[src/include/sbg_consts.vh]
`ifndef SBG_CONSTS_VH
`define SBG_CONSTS_VH
// Register byte offsets on the AXI4-Lite slave.
`define SBG_OFF_CMD 8'h00
`define SBG_OFF_STATUS 8'h04
`define SBG_OFF_CTRL 8'h08
`define SBG_OFF_FETCH_IDX 8'h0C
`define SBG_OFF_FETCH_DATA 8'h10
`define SBG_OFF_DIR 8'h14
`define SBG_OFF_OUT 8'h18
`define SBG_OFF_PINS 8'h1C
// Command word fields.
`define SBG_CMD_OP_HI 3
`define SBG_CMD_OP_LO 0
`define SBG_CMD_PORT_HI 11
`define SBG_CMD_PORT_LO 8
`define SBG_CMD_LINE_HI 14
`define SBG_CMD_LINE_LO 12
`define SBG_CMD_VAL_HI 23
`define SBG_CMD_VAL_LO 16
// Command opcodes.
`define SBG_OP_SET_PORT_DIR 4'h1
`define SBG_OP_SET_LINE_DIR 4'h2
`define SBG_OP_WRITE_LINE 4'h3
`define SBG_OP_WRITE_PORT 4'h4
`define SBG_OP_SAMPLE_LINE 4'h5
`define SBG_OP_SAMPLE_PORT 4'h6
// Control bits.
`define SBG_CTRL_START 0
`define SBG_CTRL_CLEAR 1
// Status bits.
`define SBG_ST_RUNNING 0
`define SBG_ST_OVERFLOW 1
`define SBG_ST_IDX_LO 8
// AXI responses and reset values.
`define SBG_RESP_OKAY 2'h0
`define SBG_RESP_SLVERR 2'h2
`define SBG_BYTE_ZERO 8'h00
`define SBG_WORD_ZERO 32'h00000000
`endif

[src/rtl/sbg_result_store.v]
`include "sbg_consts.vh"

// Result memory that keeps one byte per read index.
module sbg_result_store #(
  parameter IDX_W = 4
) (
  input wire aclk,
  input wire wr_en,
  input wire [IDX_W-1:0] wr_idx,
  input wire [7:0] wr_data,
  input wire [IDX_W-1:0] rd_idx,
  output reg [7:0] rd_data
);
  reg [7:0] mem [0:(1<<IDX_W)-1];

  // Registered read keeps the data output from a flip-flop.
  always @(posedge aclk) begin
    if (wr_en) begin
      mem[wr_idx] <= wr_data; // RULE7
    end
    rd_data <= mem[rd_idx];
  end
endmodule // sbg_result_store

[src/rtl/sbg_gpio_port.v]
// The AXI4-Lite slave port and the placing of the registers were decided locally.
`include "sbg_consts.vh"

// Operation
// RULE1 - A port-direction command makes lines with a one bit outputs and zero bits inputs.
// RULE2 - One port-direction command sets all eight lines of a port at once, bit x for line x.
// RULE3 - The host picks the port by its selector and leaves it at zero on single-port parts.
// RULE4 - A single-line read samples the chosen line of the chosen port.
// RULE5 - A single-line result is 0 for a low line and 1 for a high line.
// RULE6 - A whole-port read samples all 8 lines together as one byte.
// RULE7 - Each read gets the next index in the script and its result is kept under it.
// RULE8 - The host fetches read results only after the script has finished.
// RULE9 - A whole-port write changes only lines that are outputs.
// RULE10 - A single-line write drives the line high for 1 and low for 0.
// RULE11 - A single-line direction command changes only the selected line.
// RULE12 - After reset all lines are inputs with their output latches cleared.
module sbg_gpio_port #(
  parameter NPORTS = 1,
  parameter PORT_W = 1,
  parameter DEPTH = 16,
  parameter IDX_W = 4
) (
  input wire aclk,
  input wire aresetn,
  input wire [31:0] s_axi_awaddr,
  input wire s_axi_awvalid,
  output wire s_axi_awready,
  input wire [31:0] s_axi_wdata,
  input wire [3:0] s_axi_wstrb,
  input wire s_axi_wvalid,
  output wire s_axi_wready,
  output reg [1:0] s_axi_bresp,
  output reg s_axi_bvalid,
  input wire s_axi_bready,
  input wire [31:0] s_axi_araddr,
  input wire s_axi_arvalid,
  output wire s_axi_arready,
  output reg [31:0] s_axi_rdata,
  output reg [1:0] s_axi_rresp,
  output reg s_axi_rvalid,
  input wire s_axi_rready,
  input wire [8*NPORTS-1:0] gpio_in,
  output wire [8*NPORTS-1:0] gpio_out,
  output wire [8*NPORTS-1:0] gpio_oe
);
  // One-hot states: idle, and the single cycle in which the read index moves on.
  localparam ST_IDLE = 2'b01;
  localparam ST_READ = 2'b10;

  // Pin-facing state: direction bitmap and output latch of every port.
  reg [8*NPORTS-1:0] dir_r;
  reg [8*NPORTS-1:0] out_r;
  // Script state and the read-index bookkeeping.
  reg [1:0] state_r;
  reg running_r;
  reg overflow_r;
  reg [IDX_W-1:0] read_idx_r;
  reg [IDX_W-1:0] fetch_idx_r;
  // Write request captured from the bus until both halves are in.
  reg aw_held_r;
  reg w_held_r;
  reg [7:0] awaddr_r;
  reg [31:0] wdata_r;
  reg [3:0] wstrb_r;
  // Result store write port, driven the cycle after a read command.
  reg res_wr;
  reg [7:0] res_data;
  wire [7:0] fetch_data;

  // Picks one byte-wide port out of a packed bus.
  function [7:0] port_byte;
    input [8*NPORTS-1:0] bus;
    input [PORT_W-1:0] sel;
    integer k;
    begin
      port_byte = `SBG_BYTE_ZERO;
      for (k = 0; k < NPORTS; k = k + 1) begin
        if (sel == k[PORT_W-1:0]) begin
          port_byte = bus[8*k +: 8];
        end
      end
    end
  endfunction

  // Flat bit position of one line inside the packed direction and latch buses.
  function integer line_index;
    input [PORT_W-1:0] sel;
    input [2:0] line;
    begin
      line_index = 8 * sel + line;
    end
  endfunction

  // True for the three registers that accept writes; anything else answers with an error.
  function wr_mapped;
    input [7:0] addr;
    begin
      wr_mapped = (addr == `SBG_OFF_CMD) || (addr == `SBG_OFF_CTRL) ||
        (addr == `SBG_OFF_FETCH_IDX);
    end
  endfunction

  sbg_result_store #(
    .IDX_W(IDX_W)
  ) u_store (
    .aclk(aclk),
    .wr_en(res_wr),
    .wr_idx(read_idx_r),
    .wr_data(res_data),
    .rd_idx(fetch_idx_r),
    .rd_data(fetch_data)
  );

  // Lines drive only while configured as outputs.
  assign gpio_out = out_r;
  assign gpio_oe = dir_r;

  // Address and data are latched separately so the master may offer them in any order.
  assign s_axi_awready = ~aw_held_r & ~s_axi_bvalid;
  assign s_axi_wready = ~w_held_r & ~s_axi_bvalid;
  assign s_axi_arready = ~s_axi_rvalid;

  // A write is acted on once both halves are held and the previous answer is gone.
  wire wr_go = aw_held_r & w_held_r & ~s_axi_bvalid;

  // Fields of the command word held from the write data channel.
  wire [3:0] op = wdata_r[`SBG_CMD_OP_HI:`SBG_CMD_OP_LO];
  wire [PORT_W-1:0] psel = wdata_r[`SBG_CMD_PORT_LO +: PORT_W];
  wire [2:0] lsel = wdata_r[`SBG_CMD_LINE_HI:`SBG_CMD_LINE_LO];
  wire [7:0] val = wdata_r[`SBG_CMD_VAL_HI:`SBG_CMD_VAL_LO];
  wire [7:0] in_byte = port_byte(gpio_in, psel);

  // Slot that the next read command will be given.
  wire [IDX_W-1:0] read_idx_inc = read_idx_r + 1'b1;

  // Decodes of the write in hand; a command for a port that does not exist is dropped.
  wire port_ok = (wdata_r[`SBG_CMD_PORT_HI:`SBG_CMD_PORT_LO] < NPORTS);
  wire is_cmd = wr_go & (awaddr_r == `SBG_OFF_CMD) & wstrb_r[0] & port_ok;
  wire is_read = is_cmd & ((op == `SBG_OP_SAMPLE_LINE) | (op == `SBG_OP_SAMPLE_PORT));
  wire is_ctrl = wr_go & (awaddr_r == `SBG_OFF_CTRL) & wstrb_r[0];
  wire is_fidx = wr_go & (awaddr_r == `SBG_OFF_FETCH_IDX) & wstrb_r[0];

  // Write channel capture and response.
  always @(posedge aclk) begin
    if (!aresetn) begin
      aw_held_r <= 1'b0;
      w_held_r <= 1'b0;
      awaddr_r <= `SBG_BYTE_ZERO;
      wdata_r <= `SBG_WORD_ZERO;
      wstrb_r <= 4'h0;
      s_axi_bvalid <= 1'b0;
      s_axi_bresp <= `SBG_RESP_OKAY;
    end else begin
      // Address half of the write.
      if (s_axi_awvalid && s_axi_awready) begin
        aw_held_r <= 1'b1;
        awaddr_r <= s_axi_awaddr[7:0];
      end
      // Data half of the write, with its strobes.
      if (s_axi_wvalid && s_axi_wready) begin
        w_held_r <= 1'b1;
        wdata_r <= s_axi_wdata;
        wstrb_r <= s_axi_wstrb;
      end
      // Both halves in: release them and answer; unmapped addresses get an error.
      if (wr_go) begin
        aw_held_r <= 1'b0;
        w_held_r <= 1'b0;
        s_axi_bvalid <= 1'b1;
        if (wr_mapped(awaddr_r)) begin
          s_axi_bresp <= `SBG_RESP_OKAY;
        end else begin
          s_axi_bresp <= `SBG_RESP_SLVERR;
        end
      end else if (s_axi_bvalid && s_axi_bready) begin
        s_axi_bvalid <= 1'b0;
      end
    end
  end

  // Command execution; a command is honoured only while a script is running.
  always @(posedge aclk) begin
    if (!aresetn) begin
      // Every line comes up as an input with a cleared latch.
      dir_r <= {8*NPORTS{1'b0}}; // RULE12
      out_r <= {8*NPORTS{1'b0}}; // RULE12
      read_idx_r <= {IDX_W{1'b0}};
      running_r <= 1'b0;
      overflow_r <= 1'b0;
      fetch_idx_r <= {IDX_W{1'b0}};
      res_wr <= 1'b0;
      res_data <= `SBG_BYTE_ZERO;
      state_r <= ST_IDLE;
    end else begin
      res_wr <= 1'b0;
      // Software picks which stored result the fetch register shows.
      if (is_fidx) begin
        fetch_idx_r <= wdata_r[IDX_W-1:0];
      end
      // Start opens a script at index zero and wins over finish if both are set.
      if (is_ctrl && wdata_r[`SBG_CTRL_START]) begin
        running_r <= 1'b1;
        read_idx_r <= {IDX_W{1'b0}}; // RULE7
        overflow_r <= 1'b0;
      end else if (is_ctrl && wdata_r[`SBG_CTRL_CLEAR]) begin
        running_r <= 1'b0; // RULE8
      end
      case (state_r)
        ST_IDLE: begin
          if (is_cmd && running_r) begin
            case (op)
              // The bitmap replaces the direction of all eight lines at once.
              `SBG_OP_SET_PORT_DIR: begin
                dir_r[8*psel +: 8] <= val; // RULE1 RULE2
              end
              // One line turns around; the other seven keep their direction.
              `SBG_OP_SET_LINE_DIR: begin
                dir_r[line_index(psel, lsel)] <= val[0]; // RULE11
              end
              // The latch moves even on an input line, so it shows once the line drives.
              `SBG_OP_WRITE_LINE: begin
                out_r[line_index(psel, lsel)] <= val[0]; // RULE10
              end
              // Input lines keep their latch bits; only driven lines take the new value.
              `SBG_OP_WRITE_PORT: begin
                out_r[8*psel +: 8] <= (val & dir_r[8*psel +: 8]) |
                  (out_r[8*psel +: 8] & ~dir_r[8*psel +: 8]); // RULE9
              end
              // The chosen line is stored as a plain 0 or 1.
              `SBG_OP_SAMPLE_LINE: begin
                res_data <= {7'h00, in_byte[lsel]}; // RULE4 RULE5
              end
              // All eight levels are stored as one byte, taken in the same cycle.
              `SBG_OP_SAMPLE_PORT: begin
                res_data <= in_byte; // RULE6
              end
              // Other codes are answered but do nothing.
              default: begin
              end
            endcase
            // The last slot takes one result and raises overflow; later results are
            // dropped, so a script that reads more often than the store holds loses its tail.
            if (is_read) begin
              if (read_idx_r == DEPTH - 1) begin
                overflow_r <= 1'b1;
              end
              res_wr <= ~overflow_r;
              state_r <= ST_READ;
            end
          end
        end
        ST_READ: begin
          // The index advances at the same edge that stores the result under it.
          if (!overflow_r || read_idx_r != DEPTH - 1) begin
            read_idx_r <= read_idx_inc; // RULE7
          end
          state_r <= ST_IDLE;
        end
        default: begin
          state_r <= ST_IDLE;
        end
      endcase
    end
  end

  // Read channel; fetch data lags the fetch index by one cycle, which the bus wait hides.
  always @(posedge aclk) begin
    if (!aresetn) begin
      s_axi_rvalid <= 1'b0;
      s_axi_rdata <= `SBG_WORD_ZERO;
      s_axi_rresp <= `SBG_RESP_OKAY;
    end else if (s_axi_arvalid && s_axi_arready) begin
      s_axi_rvalid <= 1'b1;
      s_axi_rresp <= `SBG_RESP_OKAY;
      case (s_axi_araddr[7:0])
        // Status: next read index above the overflow and running flags.
        `SBG_OFF_STATUS: begin
          s_axi_rdata <= {{(24-IDX_W){1'b0}}, read_idx_r, 6'h00, overflow_r, running_r};
        end
        // Fetch index as last written.
        `SBG_OFF_FETCH_IDX: begin
          s_axi_rdata <= {{(32-IDX_W){1'b0}}, fetch_idx_r};
        end
        // Stored result at the fetch index, one cycle behind an index change.
        `SBG_OFF_FETCH_DATA: begin
          s_axi_rdata <= {24'h000000, fetch_data};
        end
        // Direction bitmap of the first port.
        `SBG_OFF_DIR: begin
          s_axi_rdata <= {24'h000000, dir_r[7:0]};
        end
        // Output latch of the first port.
        `SBG_OFF_OUT: begin
          s_axi_rdata <= {24'h000000, out_r[7:0]};
        end
        // Live levels of the first port, driven lines included.
        `SBG_OFF_PINS: begin
          s_axi_rdata <= {24'h000000, gpio_in[7:0]};
        end
        default: begin
          s_axi_rdata <= `SBG_WORD_ZERO;
          s_axi_rresp <= `SBG_RESP_SLVERR;
        end
      endcase
    end else if (s_axi_rvalid && s_axi_rready) begin
      s_axi_rvalid <= 1'b0;
    end
  end
endmodule // sbg_gpio_port

[config.mk]
export PLATFORM = sky130hd
export DESIGN_NAME = sbg_gpio_port
export DESIGN_NICKNAME = d
export VERILOG_FILES = /design/src/rtl/sbg_result_store.v /design/src/rtl/sbg_gpio_port.v
export VERILOG_INCLUDE_DIRS = /design/src /design/src/include
export SDC_FILE = /design/constraint.sdc
export NUM_CORES = 1
export LEC_CHECK = 0
export BUFFER_PORTS_ARGS = -buffer_cell sky130_fd_sc_hd__buf_2
export CORE_MARGIN = 2
export CORE_UTILIZATION = 45
export DETAILED_ROUTE_END_ITERATION = 8
export PLACE_DENSITY = 0.72
export SLEW_MARGIN = 20
export SYNTH_ARGS = -nofsm -noshare
export SYNTH_HDL_FRONTEND = slang
export SYNTH_SLANG_ARGS = --single-unit
[constraint.sdc]
create_clock -name aclk -period 2.6 [get_ports aclk]
set_input_delay 0.13 -clock aclk [delete_from_list [all_inputs] [get_ports aclk]]
set_output_delay 0.13 -clock aclk [all_outputs]
set_load 0.01 [all_outputs]
# == Yosys cells after proc, flatten, opt, wreduce, memory -nomap -nowiden ==
# Memory sizes are Yosys's and may differ from the RTL's. A register that Yosys moved wholly into a read port is not among the register bits.
# Index checks and enable logic that the tools add are counted.
# totals
regBits,110
ram_bits,128
input_bits,115
out_inout_bits,57
wordCells,132
n_memories,1
# mem_list
name,words,word_bits,rd,rd_ports_with_merged_regs,write_ports,line,text
u_store.mem,16,8,1,1,1,sbg_result_store.v:14,reg [7:0] mem [0:(1<<IDX_W)-1];
# classes
n_addsub,3
n_lt_le_gt_ge,4
n_eq_ne,18
shifts,5
n_mux,31
n_bitwise,23
reduce_logical,28
# ops
op,count
$pmux W12 S6,1
$shiftx A8 B34 Y8,2
$pmux W8 S2,3
$neg A4 Y34,1
$shift A8 B34 Y8 const A,1
$bwmux W8,4
$eq A8 B5 Y1 const B,4
$eq A8 B4 Y1 const B,3
$and A8 B8 Y8,2
$shiftx A8 B5 Y8,2
$mux W1,15
$and A1 B1 Y1,12
$eq A4 B3 Y1 const B,3
$mux W4,3
$reduce_bool A2 Y1,6
$logic_and A1 B1 Y1,9
$reduce_and A3 Y1,3
$eq A4 B2 Y1 const B,2
$eq A8 B3 Y1 const B,1
$logic_not A8 Y1,1
$mux W8,1
$not A8 Y8,1
$or A8 B8 Y8,1
$not A1 Y1,6
other kinds (21),25

# == Depth between registers and ports, before layout ==
# logic_depth
ltp_word,10
depth_mapped,8
ltp_nobuf,6

# == By module ==
# A second synthesis with hierarchy kept.
# unflattened
cells_unflattened,749
hier_area_um2,9400.3
# by_module_without_submodules
module,n_inst,cells_per_inst,area_per_inst_um2,seq_area_each_um2
sbg_result_store,1,229,5147.4,4003.8
sbg_gpio_port,1,520,4252.8,1661.6

# == Worst setup path before layout ==
# Ideal clock, no wire load.
# synth_timing
path_kind,flip-flop to flip-flop
from,register fetch_idx_r[0]
to,register u_store.rd_data[0] (read register of u_store.mem)
setup_ps,134
arrival_time_ps,1891
required_ps,2466
path_slack_ps,575
stages_incl_launch_ff,5
n_path_buf,2
synth_period_minus_slack_ps,2025
path_cell_list,dfxtp_1 > clkbuf_1 > buf_2 > mux4_2 > mux4_2
# synth_lines
item,line,text
start: declaration,sbg_gpio_port.v:58,reg [IDX_W-1:0] fetch_idx_r;
start signal: assignment,sbg_gpio_port.v:190,fetch_idx_r <= {IDX_W{1'b0}};
start signal: assignment,sbg_gpio_port.v:198,fetch_idx_r <= wdata_r[IDX_W-1:0];
end: declaration,sbg_result_store.v:12,output reg [7:0] rd_data

# == Final worst setup path ==
# layout_timing
from,register wdata_r[8]
to,register out_r[4] (netlist: gpio_out[4])
# layout_via
elab_chain_cells,7
word_cells_on_any_way,22
classes_between,2 x add/sub; 3 x order compare; 4 x shift; 5 x mux; 5 x bitwise; 3 x reduce/logical
# layout_lines
item,line,text
start: declaration,sbg_gpio_port.v:63,reg [31:0] wdata_r;
start signal: assignment,sbg_gpio_port.v:149,wdata_r <= `SBG_WORD_ZERO;
start signal: assignment,sbg_gpio_port.v:162,wdata_r <= s_axi_wdata;
$add A4 B3 Y5 / $shiftx A8 B5 Y8 (equally long branches),"sbg_gpio_port.v:90, sbg_gpio_port.v:226, sbg_gpio_port.v:227",
"$ge A5 B1 Y1 (not written as such), or another cell as far along",sbg_gpio_port.v:222,"out_r[line_index(psel, lsel)] <= val[0];"
$logic_and A1 B1 Y1 (not written as such) / $and A8 B8 Y8 (equally long branches),"sbg_gpio_port.v:222, sbg_gpio_port.v:227",
$mux W1 (not written as such) / $or A8 B8 Y8 (equally long branches),"sbg_gpio_port.v:222, sbg_gpio_port.v:226",
$demux W1 S3 / $shiftx A8 B34 Y8 (equally long branches),"sbg_gpio_port.v:222, sbg_gpio_port.v:226",
"$bwmux W8, on equally long branches","sbg_gpio_port.v:222, sbg_gpio_port.v:226",
$pmux W8 S2,sbg_gpio_port.v:211,case (op)
end signal: assignment,sbg_gpio_port.v:186,out_r <= {8*NPORTS{1'b0}};
end signal: indexed assignment,sbg_gpio_port.v:222,
end signal: indexed assignment,sbg_gpio_port.v:226,out_r[8*psel +: 8] <= (val & dir_r[8*psel +: 8]) |
end: declaration,sbg_gpio_port.v:52,reg [8*NPORTS-1:0] out_r;
# Several ways; a longest one is shown, not always the timed one.
# A chain may end at the register's enable or synchronous reset.

==> out/qor.yml <==
outcome:
  status: "completed"
logic_synthesis:
  synthTopCellsByArea: "edfxtp_1, dfxtp_1, mux4_2, nand2_1, a21oi_1"
  synth_warnings: 0
  async_reset_ff_share_pct: 0
  synth_top_cell_by_area: "edfxtp_1"
  synth_cell_types: 61
  synth_top_flop_cell: "edfxtp_1"
  synth_area_um2: 9325
  syn_inst: 713
  yosysSeqAreaShare_pct: 60.75
  synth-seq-cells: 219
  synth-edff-count: 128
  syn_avg_cell_area_um2: 13.08
  yosysTopAreaCellShare_pct: 41.22
cells_and_area:
  ff_latch_area_um2: 5667
  multi_input_area_um2: 3326
  fin_area_um2: 11030
  finish.utilization_pct: 54.31
  layout_common_cells: "edfxtp_1, nand2_1, dfxtp_1"
  layout_commonest_cell: "edfxtp_1"
  fillers: 1628
  syn_to_final_growth_pct: 18.23
  nets: 952
  final_layout_size_suffix_gt1_share_pct: 23.58
clocking:
  cts_tree: "yes"
  cts_setup_buffers: 0
  cts.path.max_buffers: 3
  cts_root_buf: "clkbuf_16"
  postCtsHoldBufs: 39
  cts_max_level: 1
  numClockSinks: 219
  clkTransAtPathRegs_ps: 60
  clock_latency_ps: 500
  cts-resized-gates: 0
  cts_buffers: 22
power:
  powerDensity_nw_per_um2: 650.6
  leakage_nw: 3.813
  ir_drop_mv: 0.2855
detailed_routing:
  vias: 6225
  avgRoutedWirePerCell_um: 19.66
  routed_via_density: 5.563
  wl_um: 22000
  ant_nets: 0
  drc: 0
  dr.pass1.iters: 6
  drtIter0Drc: 477
sta:
  setup_viol: 0
  clock.fmax_ghz: 0.4571
  slew_viol_final: 0
  tightestPinTransition_ps: 764.2
  maxSlewHeadroom_pct: 48.99
  final_hold_viol_count: 0
  fin_setup_tns_ps: 0
  fin_skew_ps: 9.571
  rsz0062_at_grt: "no"
  finalCriticalPeriod_ps: 2188
  period_share_pct: 84.14
die:
  design.die.area_um2: 21890
  chipHeight_um: 148.0
  start_util_pct: 45.94
  die_w_um: 148.0
  placementRows: 52
  fp.coreArea_um2: 20300
  io_pins: 172
worst_setup_path:
  crit_required_ps: 3010
  critPathMaxStageDelay_ps: 540
  cp-start-kind: "flop"
  crit_family: "simple AND/OR/NAND/NOR gates"
  end_kind: "flop"
  criticalPathCategory: "flop to flop"
  cp_slowest_cell: "nor3_4"
  path_cells: "nor4_1 -> o21ai_1 -> nor3_4 -> a21oi_1 -> a311oi_1"
  crit_buf_inv: 0
  worstPathArrival_ps: 2600
  crit_path_max_fanout: 16
global_route:
  grt.overflow.total: 0
  grt_max_degree: 54
  grt_pass1_wl_um: 34490
  grt_usage_pct: 20.44
  antenna_found_initial: 0
  first_global_vias: 6158
min_path:
  hp-class: "input pin to flop"
run:
  maxCapViolations: 0
placement:
  placed_cell_area_um2: 9938
  port-buffer-count: 85
  routabilityCongestion: 0.8015
  detailed_place_hpwl_um: 14270
-- per-stage QoR --
stage               setup slack, ps  power (W)  instances  hold WS (ps)
global placement              475.5   0.004112       1040         320.3
global route                  216.5   0.007395       1118         127.9
finish                        412.3   0.007173       1119         79.17
detailed placement            438.9   0.004119       1040         320.8
floorplan                     574.8   0.004044        734         229.0
CTS                           444.4   0.007203       1118         57.44
-- logic make-up after synthesis --
kind of cell / after synthesis / synth area share [%]
compound gates: 122 / 8.627
xor+xnor: 2 / 0.1879
fa+ha+maj: 4 / 0.5367
buf+inv: 74 / 4.428
flops: 219 / 60.75
mux: 63 / 13.22
other cells: 1 / 0.04021
simple gates: 228 / 12.21
-- synth_stat cells (6+ instances only) --
cell type / n
inv_1: 7
mux4_2: 48
o22a_1: 7
clkbuf_1: 30
buf_4: 24
a311oi_1: 11
a32o_1: 6
o21ai_0: 9
edfxtp_1: 128
dfxtp_1: 91
nor2_1: 46
a21oi_1: 62
nand2_1: 101
nand3_1: 19
nor3_1: 8
mux2i_1: 14
nand2b_1: 15
nand3b_1: 8
-- sequential cells by signal, summed over array words and instances, names as in the netlist, 8 cells and up --
signal / cells
awaddr_r: 8
gpio_oe: 8
gpio_out: 8
res_data: 8
s_axi_rdata: 12
u_store.mem: 128
u_store.rd_data: 8
wdata_r: 19
-- final cells by class --
type / instances / share of cell area [%]
multi-input combinational: 441 / 30.16
tap: 270 / 3.064
inverter: 8 / 0.2724
clock inverter: 13 / 0.9759
clock buffer: 26 / 5.322
timing repair buffer: 141 / 8.783
antenna: 1 / 0.02270
sequential: 219 / 51.40
-- path summary, 6_finish.rpt --
| kind | start | to | slack, ps | depth (start not counted) |
|---|---|---|---|---|
| worst max-delay path | wdata_r[8]$_SDFFE_PN0P_ | gpio_out[4]$_SDFFE_PN0P_ | 410 | 5 |
| worst min-delay path | s_axi_araddr[1] | s_axi_rresp[1]$_SDFFE_PN0P_ | 80 | 5 |
| worst max register to register | wdata_r[8]$_SDFFE_PN0P_ | gpio_out[4]$_SDFFE_PN0P_ | 410 | 5 |
| worst min register to register | wdata_r[11]$_SDFFE_PN0P_ | wdata_r[11]$_SDFFE_PN0P_ | 460 | 2 |
-- worst reg2reg max path, cell delays in order, from the launching register on --
cell      delay, ps
dfxtp_1         440
nor4_1          510
o21ai_1         200
nor3_4          540
a21oi_1         150
a311oi_1        260
-- power breakdown --
group	switching [W]	internal (W)
combinational	0.000226	0.000155
clock	0.00127	0.00180
sequential	0.0000535	0.00367
total	0.00155	0.00562
-- metal layers --
layer	part of all wire, %	vias up	GRT usage [%]
met5	0	-	0
met4	2.4	0	6.810
met3	7.2	37	3.611
met2	50	243	34.09
met1	41	3076	27.32
li1	-	2869	-
Power figures use the tool's default switching activity.
